[src/hdl/sidc_pkg.sv]
// How it works
// - Six masked status bits read as sticky raw flag AND mask enable.
// - Receive overrun is raised by a receive FIFO write while full; mask one enables.
// - Writing one to clear bit 0 clears receive overrun.
// - Writing one to clear bit 1 clears receive timeout.
// - Writing one to clear bit 2 clears transmit underrun.
// - Receive DMA enable bit 0 gates single receive DMA requests.
// - Transmit DMA enable bit 2 gates single transmit DMA requests.
// - Sixteen-bit read-write receive frame count, reset zero.
// - Sixteen-bit frame count from transmit FIFO, reset zero.
// - Swap bit zero: test data write pushes transmit FIFO, read pops receive FIFO.
// - Swap bit one: test data write pushes receive FIFO, read pops transmit FIFO.
package sidc_pkg;
  localparam logic [7:0] ADDR_IMASK = 8'h14;
  localparam logic [7:0] ADDR_RAW = 8'h18;
  localparam logic [7:0] ADDR_MIS = 8'h1c;
  localparam logic [7:0] ADDR_ICLR = 8'h20;
  localparam logic [7:0] ADDR_DMAC = 8'h24;
  localparam logic [7:0] ADDR_RX_FRAME_COUNT = 8'h28;
  localparam logic [7:0] ADDR_DUMMY = 8'h2c;
  localparam logic [7:0] ADDR_TXFRM = 8'h30;
  localparam logic [7:0] ADDR_TCTL = 8'h80;
  localparam logic [7:0] ADDR_TDATA = 8'h8c;
  localparam int IRQ_ROR = 0;
  localparam int IRQ_RT = 1;
  localparam int IRQ_RX = 2;
  localparam int IRQ_TX = 3;
  localparam int IRQ_TUR = 4;
  localparam int IRQ_TE = 5;
  localparam int NIRQ = 6;
  localparam int DMA_RX_BIT = 0;
  localparam int DMA_TX_BIT = 2;
  localparam int SWAP_BIT = 1;
  localparam logic [5:0] IRQ_RESET = 6'h00;
  localparam logic [15:0] FRM_RESET = 16'h0000;
  localparam logic [31:0] WORD_RESET = 32'h00000000;
  localparam logic [1:0] HTRANS_NONSEQ = 2'h2;
  typedef struct packed {
    logic rxTimeout;
    logic rxLevel;
    logic txLevel;
    logic txUnderrun;
    logic txEmpty;
  } sidc_events_t;
  typedef struct packed {
    logic txReq;
    logic rxReq;
  } sidc_dma_t;
endpackage

[src/hdl/sidc_ctrl.sv]
`timescale 1ns/1ps
`default_nettype none
module sidc_ctrl #(
  parameter int DW = 32
) (
  input wire logic clk,
  input wire logic srst,
  input wire logic hsel,
  input wire logic [31:0] haddr,
  input wire logic [1:0] htrans,
  input wire logic hwrite,
  input wire logic [2:0] hsize,
  input wire logic [31:0] hwdata,
  input wire logic hready,
  output logic hreadyout,
  output logic hresp,
  output logic [31:0] hrdata,
  input wire sidc_pkg::sidc_events_t events,
  input wire logic rxFull,
  input wire logic rxWrite,
  input wire logic rxDmaNeed,
  input wire logic txDmaNeed,
  output sidc_pkg::sidc_dma_t dmaReq,
  input wire logic rxOnly,
  input wire logic [4:0] frameBits,
  output logic [31:0] txDummyData,
  output logic [15:0] rxFrameCount,
  output logic [15:0] txfifoRxFrameCount,
  output logic fifoSwapSelect,
  output logic txPush,
  output logic rxPush,
  output logic [DW-1:0] testPushData,
  output logic txPop,
  output logic rxPop,
  input wire logic [DW-1:0] txHead,
  input wire logic [DW-1:0] rxHead,
  output logic irq
);
  import sidc_pkg::*;

  logic [5:0] rawIrq_r;
  logic [5:0] mask_r;
  logic [2:0] dmaCtl_r;
  logic [15:0] rx_frame_count_r;
  logic [15:0] txFrm_r;
  logic [31:0] dummy_r;
  logic [1:0] testCtl_r;
  logic wrPend_r;
  logic rdPend_r;
  logic [7:0] addr_r;
  logic [31:0] rdData_r;
  logic [5:0] maskedIrq;
  logic [5:0] setIrq;
  logic [5:0] clrIrq;
  logic [31:0] rdMux;
  logic addrTake;
  logic [31:0] dummyMask;

  assign hreadyout = 1'b1;
  assign hresp = 1'b0;
  assign hrdata = rdData_r;
  assign addrTake = hsel && hready && (htrans == HTRANS_NONSEQ);

  always_ff @(posedge clk) begin
    if (srst) begin
      wrPend_r <= 1'b0;
      rdPend_r <= 1'b0;
      addr_r <= 8'h00;
    end else begin
      wrPend_r <= addrTake && hwrite;
      rdPend_r <= addrTake && !hwrite;
      if (addrTake) begin
        addr_r <= haddr[7:0];
      end
    end
  end

  // Reads are decoded in the address phase so that data stands at the data phase edge.
  always_comb begin
    rdMux = 32'h00000000;
    unique case (haddr[7:0])
      ADDR_IMASK: rdMux = {26'h0000000, mask_r};
      ADDR_RAW: rdMux = {26'h0000000, rawIrq_r};
      ADDR_MIS: rdMux = {26'h0000000, maskedIrq};
      ADDR_DMAC: rdMux = {29'h00000000, dmaCtl_r};
      ADDR_RX_FRAME_COUNT: rdMux = {16'h0000, rx_frame_count_r};
      ADDR_DUMMY: rdMux = dummy_r;
      ADDR_TXFRM: rdMux = {16'h0000, txFrm_r};
      ADDR_TCTL: rdMux = {30'h00000000, testCtl_r};
      ADDR_TDATA: rdMux = 32'(testCtl_r[SWAP_BIT] ? txHead : rxHead);
      default: rdMux = 32'h00000000;
    endcase
  end

  always_ff @(posedge clk) begin
    if (srst) begin
      rdData_r <= WORD_RESET;
    end else if (addrTake && !hwrite) begin
      rdData_r <= rdMux;
    end
  end

  always_ff @(posedge clk) begin
    if (srst) begin
      mask_r <= IRQ_RESET;
      dmaCtl_r <= 3'h0;
      rx_frame_count_r <= FRM_RESET;
      txFrm_r <= FRM_RESET;
      dummy_r <= WORD_RESET;
      testCtl_r <= 2'h0;
    end else if (wrPend_r) begin
      unique case (addr_r)
        ADDR_IMASK: mask_r <= hwdata[5:0];
        ADDR_DMAC: dmaCtl_r <= hwdata[2:0];
        ADDR_RX_FRAME_COUNT: rx_frame_count_r <= hwdata[15:0];
        ADDR_DUMMY: dummy_r <= hwdata;
        ADDR_TXFRM: txFrm_r <= hwdata[15:0];
        ADDR_TCTL: testCtl_r <= hwdata[1:0];
        default: ;
      endcase
    end
  end

  // Overrun is detected here from the FIFO write and full lines; the rest arrive raw.
  always_comb begin
    setIrq = 6'h00;
    setIrq[IRQ_ROR] = (rxWrite || rxPush) && rxFull;
    setIrq[IRQ_RT] = events.rxTimeout;
    setIrq[IRQ_RX] = events.rxLevel;
    setIrq[IRQ_TX] = events.txLevel;
    setIrq[IRQ_TUR] = events.txUnderrun;
    setIrq[IRQ_TE] = events.txEmpty;
    clrIrq = 6'h00;
    if (wrPend_r && addr_r == ADDR_ICLR) begin
      clrIrq[IRQ_ROR] = hwdata[0];
      clrIrq[IRQ_RT] = hwdata[1];
      clrIrq[IRQ_TUR] = hwdata[2];
    end
    // A read of the masked status clears the level flags; write-one clears the error flags.
    if (rdPend_r && addr_r == ADDR_MIS) begin
      clrIrq[IRQ_RX] = 1'b1;
      clrIrq[IRQ_TX] = 1'b1;
      clrIrq[IRQ_TE] = 1'b1;
    end
  end

  always_ff @(posedge clk) begin
    if (srst) begin
      rawIrq_r <= IRQ_RESET;
    end else begin
      rawIrq_r <= setIrq | (rawIrq_r & ~clrIrq);
    end
  end

  assign maskedIrq = rawIrq_r & mask_r;
  assign irq = |maskedIrq;

  assign dmaReq.rxReq = dmaCtl_r[DMA_RX_BIT] && rxDmaNeed;
  assign dmaReq.txReq = dmaCtl_r[DMA_TX_BIT] && txDmaNeed;

  assign rxFrameCount = rx_frame_count_r;
  assign txfifoRxFrameCount = txFrm_r;
  assign fifoSwapSelect = testCtl_r[SWAP_BIT];

  assign dummyMask = (frameBits == 5'h1f) ? 32'hffffffff : ((32'h00000002 << frameBits) - 32'h1);
  always_ff @(posedge clk) begin
    if (srst) begin
      txDummyData <= WORD_RESET;
    end else begin
      txDummyData <= rxOnly ? (dummy_r & dummyMask) : WORD_RESET;
    end
  end

  logic tdWr;
  logic tdRd;
  assign tdWr = wrPend_r && addr_r == ADDR_TDATA;
  assign tdRd = addrTake && !hwrite && haddr[7:0] == ADDR_TDATA;
  assign txPush = tdWr && !testCtl_r[SWAP_BIT];
  assign rxPush = tdWr && testCtl_r[SWAP_BIT];
  assign rxPop = tdRd && !testCtl_r[SWAP_BIT];
  assign txPop = tdRd && testCtl_r[SWAP_BIT];
  assign testPushData = hwdata[DW-1:0];

  a_ovr_sets: assert property (@(posedge clk) disable iff (srst)
    (rxWrite && rxFull) |=> rawIrq_r[IRQ_ROR]) else $error("overrun not set");
  a_mis_and: assert property (@(posedge clk) disable iff (srst)
    maskedIrq == (rawIrq_r & mask_r)) else $error("masked status wrong");
  a_ror_clr: assert property (@(posedge clk) disable iff (srst)
    (wrPend_r && addr_r == ADDR_ICLR && hwdata[0] && !setIrq[0]) |=> !rawIrq_r[0])
    else $error("overrun not cleared");
  a_rt_clr: assert property (@(posedge clk) disable iff (srst)
    (wrPend_r && addr_r == ADDR_ICLR && hwdata[1] && !setIrq[1]) |=> !rawIrq_r[1])
    else $error("timeout not cleared");
  a_tur_clr: assert property (@(posedge clk) disable iff (srst)
    (wrPend_r && addr_r == ADDR_ICLR && hwdata[2] && !setIrq[4]) |=> !rawIrq_r[4])
    else $error("underrun not cleared");
  a_clr_zero: assert property (@(posedge clk) disable iff (srst)
    (wrPend_r && addr_r == ADDR_ICLR && !hwdata[0] && rawIrq_r[0]) |=> rawIrq_r[0])
    else $error("zero cleared flag");
  a_rxdma_gate: assert property (@(posedge clk) disable iff (srst)
    dmaReq.rxReq |-> (dmaCtl_r[0] && rxDmaNeed)) else $error("rx dma ungated");
  a_txdma_gate: assert property (@(posedge clk) disable iff (srst)
    dmaReq.txReq |-> (dmaCtl_r[2] && txDmaNeed)) else $error("tx dma ungated");
  a_frm_write: assert property (@(posedge clk) disable iff (srst)
    (wrPend_r && addr_r == ADDR_RX_FRAME_COUNT) |=> rx_frame_count_r == $past(hwdata[15:0]))
    else $error("frame count not written");
  a_txfrm_write: assert property (@(posedge clk) disable iff (srst)
    (wrPend_r && addr_r == ADDR_TXFRM) |=> txFrm_r == $past(hwdata[15:0]))
    else $error("tx frame count not written");
  a_swap_pop: assert property (@(posedge clk) disable iff (srst)
    tdRd |-> (txPop != rxPop) && (txPop == testCtl_r[1])) else $error("swap pop wrong");
  a_norm_push: assert property (@(posedge clk) disable iff (srst)
    tdWr |-> (txPush == !testCtl_r[1]) && (rxPush == testCtl_r[1]))
    else $error("push route wrong");
  a_dummy_out: assert property (@(posedge clk) disable iff (srst)
    !rxOnly |=> txDummyData == 32'h00000000) else $error("dummy leaked");

  // The interrupt line must agree with the masked status at every edge.
  // Software polls the masked status instead of the line on some systems.
  // So the two are checked against each other rather than each against a model.
  a_irq_level: assert property (@(posedge clk) disable iff (srst)
    irq == (|(rawIrq_r & mask_r)))
    else $error("irq disagrees with masked status");
  a_mask_block: assert property (@(posedge clk) disable iff (srst)
    !mask_r[IRQ_ROR] |-> !maskedIrq[IRQ_ROR])
    else $error("masked overrun leaked");
  a_mask_pass: assert property (@(posedge clk) disable iff (srst)
    (mask_r[IRQ_TUR] && rawIrq_r[IRQ_TUR]) |-> maskedIrq[IRQ_TUR])
    else $error("enabled underrun hidden");

  // Level flags clear on a read of the masked status unless a new event lands.
  // An event in the clearing cycle must survive, or a pulse would be lost.
  a_rx_rdclr: assert property (@(posedge clk) disable iff (srst)
    (rdPend_r && addr_r == ADDR_MIS && !setIrq[IRQ_RX]) |=> !rawIrq_r[IRQ_RX])
    else $error("rx level not cleared by read");
  a_te_rdclr: assert property (@(posedge clk) disable iff (srst)
    (rdPend_r && addr_r == ADDR_MIS && !setIrq[IRQ_TE]) |=> !rawIrq_r[IRQ_TE])
    else $error("tx empty not cleared by read");
  a_set_wins: assert property (@(posedge clk) disable iff (srst)
    setIrq[IRQ_ROR] |=> rawIrq_r[IRQ_ROR])
    else $error("overrun event lost");
  a_push_ovr: assert property (@(posedge clk) disable iff (srst)
    (rxPush && rxFull) |=> rawIrq_r[IRQ_ROR])
    else $error("test push overrun not seen");

  // Clear bits written as zero must not disturb the other pending flags.
  a_rt_keep: assert property (@(posedge clk) disable iff (srst)
    (wrPend_r && addr_r == ADDR_ICLR && !hwdata[1] && rawIrq_r[IRQ_RT]) |=> rawIrq_r[IRQ_RT])
    else $error("timeout cleared by zero");
  a_tur_keep: assert property (@(posedge clk) disable iff (srst)
    (wrPend_r && addr_r == ADDR_ICLR && !hwdata[2] && rawIrq_r[IRQ_TUR]) |=> rawIrq_r[IRQ_TUR])
    else $error("underrun cleared by zero");

  // The request lines follow the enables both ways, so a stuck request shows up.
  a_rxdma_on: assert property (@(posedge clk) disable iff (srst)
    (dmaCtl_r[DMA_RX_BIT] && rxDmaNeed) |-> dmaReq.rxReq)
    else $error("rx dma request missing");
  a_rxdma_off: assert property (@(posedge clk) disable iff (srst)
    !dmaCtl_r[DMA_RX_BIT] |-> !dmaReq.rxReq)
    else $error("rx dma request while disabled");
  a_txdma_on: assert property (@(posedge clk) disable iff (srst)
    (dmaCtl_r[DMA_TX_BIT] && txDmaNeed) |-> dmaReq.txReq)
    else $error("tx dma request missing");
  a_txdma_off: assert property (@(posedge clk) disable iff (srst)
    !dmaCtl_r[DMA_TX_BIT] |-> !dmaReq.txReq)
    else $error("tx dma request while disabled");

  // The frame counts only move on a write to their own offset.
  a_frm_hold: assert property (@(posedge clk) disable iff (srst)
    !(wrPend_r && addr_r == ADDR_RX_FRAME_COUNT) |=> rx_frame_count_r == $past(rx_frame_count_r))
    else $error("frame count drifted");
  a_txfrm_hold: assert property (@(posedge clk) disable iff (srst)
    !(wrPend_r && addr_r == ADDR_TXFRM) |=> txFrm_r == $past(txFrm_r))
    else $error("tx frame count drifted");
  a_dummy_val: assert property (@(posedge clk) disable iff (srst)
    rxOnly |=> txDummyData == $past(dummy_r & dummyMask))
    else $error("dummy not right-justified");

  // One test data access touches exactly one FIFO, never both.
  a_push_excl: assert property (@(posedge clk) disable iff (srst)
    !(txPush && rxPush))
    else $error("both fifos pushed");
  a_pop_excl: assert property (@(posedge clk) disable iff (srst)
    !(txPop && rxPop))
    else $error("both fifos popped");
  a_norm_rdata: assert property (@(posedge clk) disable iff (srst)
    (tdRd && !testCtl_r[SWAP_BIT]) |=> hrdata == 32'($past(rxHead)))
    else $error("normal test read wrong source");
  a_swap_rdata: assert property (@(posedge clk) disable iff (srst)
    (tdRd && testCtl_r[SWAP_BIT]) |=> hrdata == 32'($past(txHead)))
    else $error("swapped test read wrong source");
  a_swap_out: assert property (@(posedge clk) disable iff (srst)
    fifoSwapSelect == testCtl_r[SWAP_BIT])
    else $error("swap select output wrong");
endmodule
`default_nettype wire

[config.mk]
export PLATFORM = sky130hd
export DESIGN_NAME = sidc_ctrl
export DESIGN_NICKNAME = d
export VERILOG_FILES = /design/src/hdl/sidc_pkg.sv /design/src/hdl/sidc_ctrl.sv
export SDC_FILE = /design/constraint.sdc
export NUM_CORES = 1
export LEC_CHECK = 0
export ABC_AREA = 1
export BUFFER_PORTS_ARGS = -buffer_cell sky130_fd_sc_hd__buf_2
export CAP_MARGIN = 10
export CORE_MARGIN = 10
export CORE_UTILIZATION = 43
export CTS_CLUSTER_DIAMETER = 50
export CTS_CLUSTER_SIZE = 40
export DETAILED_ROUTE_END_ITERATION = 6
export PLACE_DENSITY = 0.68
export SYNTH_ARGS = -nofsm -noshare
export SYNTH_HDL_FRONTEND = slang
export SYNTH_SLANG_ARGS = --single-unit
[constraint.sdc]
create_clock -name clk -period 5.1 [get_ports clk]
set_clock_uncertainty 0.1 [all_clocks]
set_input_delay 0.51 -clock clk [delete_from_list [all_inputs] [get_ports clk]]
set_output_delay 0.51 -clock clk [all_outputs]
set_load 0.02 [all_outputs]
==> impl_metrics.py <==
metrics = {
    "placed_design": {
        "dpl.hpwl_um": 21200,
        "numPlacedInstances": 1528,
        "gpl.final_weighted_congestion": 0.906,
        "io_buffer_count": 261,
    },
    "synthesis": {
        "ys_top_cells_by_area": "sky130_fd_sc_hd__dfxtp_1 (40%), sky130_fd_sc_hd__nand2_1 (17%), sky130_fd_sc_hd__nor2_1 (6.7%)",
        "syn-mean-instance-area_um2": 6.83,
        "netlist_area_um2": 7720,
        "synth_largest_area_cell": "sky130_fd_sc_hd__dfxtp_1",
        "dominantRegCellSynth": "sky130_fd_sc_hd__dfxtp_1",
        "synthArstFlopShare_pct": 0,
        "yosys_register_bits": 155,
        "synthMostInstantiatedCell": "sky130_fd_sc_hd__nand2_1",
        "yosys.area.top_type_share_pct": 40.2,
        "synthesis.yosys.warnings": 0,
        "synthesis.nets": 1285,
        "synth-edff-count": 0,
        "synth_sequential_area_ratio_pct": 40.2,
        "synthTopCellsByCount": "sky130_fd_sc_hd__nand2_1 (348), sky130_fd_sc_hd__dfxtp_1 (155), sky130_fd_sc_hd__nor2_1 (138), sky130_fd_sc_hd__a21oi_1 (77), sky130_fd_sc_hd__inv_1 (66)",
        "yosysUniqueCellTypes": 43,
        "netlist_instances": 1131,
    },
    "route": {
        "drt_iter0_markers": 700,
        "route.vias.total": 8198,
        "dr.pass1.iters": 7,
        "route.final.wire_length_um": 28100,
        "antenna_violating_nets_post_route": 0,
        "detail_route.wl_per_cell_um": 18.0,
        "post-route-drc-count": 0,
        "routed_via_density": 5.26,
    },
    "sta": {
        "final-hold-violation-count": 0,
        "final-setup-viol-count": 0,
        "report.final.slew_viol_count": 0,
        "achievable-frequency_mhz": 284,
        "fin_crit_ns": 3.52,
        "timing.max_slew.rel_slack_pct": 31.3,
        "fin_tns_setup_ns": 0,
        "layout_worst_path_cycle_share_pct": 69.0,
        "tightestPinTransition_ns": 1.03,
        "rsz0062_at_grt": "no",
    },
    "global_routing": {
        "global_route.overflow_total": 0,
        "grt_pass1_wl_um": 43300,
        "grt_start_max_net_pins": 89,
        "grt_use_total_pct": 22.6,
        "grt_antenna_before_repair": 0,
        "grt_pass1_vias": 7989,
    },
    "clock_tree": {
        "cts_htree_levels": 4,
        "cts-root-to-sink-buffers": 2,
        "cts_resized": 0,
        "tritoncts.num_buffers": 17,
        "cts_hold_repair.buffers": 0,
        "worst_setup_hold_path_clk_slew_ns": 0.07,
        "cts_tree": "built",
        "post-cts-setup-buffers": 0,
        "cts.sinks": 155,
        "worstSkewPairLatency_ns": 0.43,
        "cts-root-buf": "sky130_fd_sc_hd__clkbuf_16",
    },
    "die": {
        "initial_core_util_pct": 44.2,
        "die_area_um2": 23700,
        "boundaryPins": 291,
        "die_y_um": 154,
        "total_number_of_placement_rows": 48,
        "core_area_um2": 17500,
        "die_w_um": 154,
    },
    "power": {
        "clock_power_share_pct": 45.8,
        "power.share.sequential_pct": 45.0,
        "pwr_density_cell_nw_per_um2": 289,
        "power.static_leakage_uw": 0.00447,
        "cell_internal_pwr_uw": 1990,
        "power.share.switching_pct": 26.5,
        "p_sw_uw": 718,
        "comb_power_share_pct": 9.1,
        "max-vdd-ir-drop_uv": 226,
        "fin_total_pwr_uw": 2710,
    },
    "finish": {
        "layout-drive-gt1-share_pct": 24.0,
        "syn2layout_area_growth_pct": 21.6,
        "layout.cells.non_filler": 1560,
        "fin_nets": 1476,
        "antennaDiodeCount": 0,
    },
    "worst_setup_path": {
        "timing.setup.critical_path_class": "flip-flop to primary output",
        "setup.worst_path.end_class": "primary output",
        "crit_required_ns": 4.49,
        "critPathArrivalTime_ns": 2.91,
        "worst-path-max-fanout": 37,
        "worst_setup_path_start_kind": "flip-flop",
    },
    "worst_hold_path": {
        "hold_class": "primary input to flip-flop",
    },
    "run_status": {
        "result_of_the_run": "completed",
    },
    "run": {
        "drv_cap": 0,
    },
}
==> through the flow <==
| step | instance area [µm²] | utilization [%] | worst slack, ns | hold slack (ns) |
|---|---|---|---|---|
| after floorplan | 7720 | - | 2.71 | 0.329 |
| after global placement | 8810 | 50.4 | 1.86 | 0.342 |
| after detailed placement | 8810 | 50.4 | 1.83 | 0.355 |
| after CTS | 9390 | 53.7 | 1.50 | 0.177 |
| after global routing | 9390 | 53.7 | 1.37 | 0.204 |
| final | 9390 | 53.7 | 1.58 | 0.191 |
==> power by group through the flow <==
stage               Clock (µW)  Sequential [µW]  Combinational (µW)
floorplan                    0             1250                 164
global placement             0             1250                 244
detailed placement           0             1250                 246
CTS                       1260             1220                 246
global route              1310             1220                 275
finish                    1240             1220                 247
==> path summary, 6_finish.rpt <==
check / startpoint / to / slack [ns] / cells after the start
setup / recovery: testCtl_r[1] / rxPush / 1.58 / 3
hold / removal: events[0] / rawIrq_r[5] / 0.19 / 3
setup reg to reg: testCtl_r[1] / hrdata[2] / 2.06 / 9
hold reg to reg: dummy_r[17] / txDummyData[17] / 0.36 / 2
==> cell usage in the layout (no fill, tap or decap), types with 2 or more instances in the layout <==
cell type | Yosys | routed
sky130_fd_sc_hd__nand2_2 | 2 | 2
sky130_fd_sc_hd__dfxtp_1 | 155 | 154
sky130_fd_sc_hd__conb_1 | 2 | 2
sky130_fd_sc_hd__clkbuf_16 | 0 | 17
sky130_fd_sc_hd__nor3b_1 | 2 | 2
sky130_fd_sc_hd__inv_2 | 2 | 2
sky130_fd_sc_hd__mux2i_1 | 16 | 16
sky130_fd_sc_hd__o2111ai_1 | 2 | 2
sky130_fd_sc_hd__nor3_1 | 36 | 35
sky130_fd_sc_hd__inv_6 | 0 | 5
sky130_fd_sc_hd__a21oi_1 | 77 | 77
sky130_fd_sc_hd__buf_2 | 16 | 260
sky130_fd_sc_hd__o21ai_0 | 17 | 17
sky130_fd_sc_hd__nor4_1 | 5 | 4
sky130_fd_sc_hd__nand3_1 | 51 | 51
sky130_fd_sc_hd__o211ai_1 | 4 | 4
sky130_fd_sc_hd__clkinv_2 | 0 | 2
sky130_fd_sc_hd__nor2_1 | 138 | 138
sky130_fd_sc_hd__a211oi_1 | 35 | 35
sky130_fd_sc_hd__nand4_1 | 40 | 40
sky130_fd_sc_hd__nor2_2 | 8 | 8
sky130_fd_sc_hd__nand2_1 | 348 | 348
sky130_fd_sc_hd__buf_4 | 41 | 8
sky130_fd_sc_hd__clkinv_4 | 0 | 3
sky130_fd_sc_hd__o22ai_1 | 11 | 11
sky130_fd_sc_hd__inv_1 | 66 | 66
sky130_fd_sc_hd__clkinvlp_4 | 0 | 2
sky130_fd_sc_hd__clkinv_1 | 3 | 3
==> state kept, by name (all words and copies together) (netlist names) <==
| signal | flops |
|---|---|
| testCtl_r | 2 |
| rawIrq_r | 6 |
| rdPend_r | 1 |
| rxFrameCount | 16 |
| addr_r | 8 |
| wrPend_r | 1 |
| txDummyData | 32 |
| txfifoRxFrameCount | 16 |
| dummy_r | 32 |
| mask_r | 6 |
| dmaCtl_r | 3 |
| hrdata | 32 |
==> metal layers <==
metal  track usage (%)  share of wire (%)
met2              37.8                 47
met1              26.4                 42
met4              8.68                2.7
met3              6.86                8.4
met5                 0                  0
==> cell families after synthesis <==
group                      count (synthesis)  share of synthesized area, %
other                                      2                        0.0973
DFF                                      155                          40.2
muxes                                     16                          2.07
AOI/OAI and AO/OA                        151                          11.6
adders and majority gates                  1                         0.162
and+or+nand+nor                          638                          35.0
buffers and inverters                    167                          10.8
xor gates and xnor gates                   1                         0.113
==> layout make-up <==
type	count	area, µm²
Clock buffer	18	439
Clock inverter	14	136
Inverter	71	267
Fill cell	1767	8090
Sequential cell	155	3100
Tap cell	225	282
Timing Repair Buffer	268	1360
Multi-Input combinational cell	809	3800
==> worst max-delay path, stage by stage (launching register included) <==
cell	delay, ns
sky130_fd_sc_hd__dfxtp_2	1.01
sky130_fd_sc_hd__clkinv_1	0.94
sky130_fd_sc_hd__nor2_1	0.33
sky130_fd_sc_hd__buf_2	0.20
No activity file was read; power rests on OpenSTA's default activity.
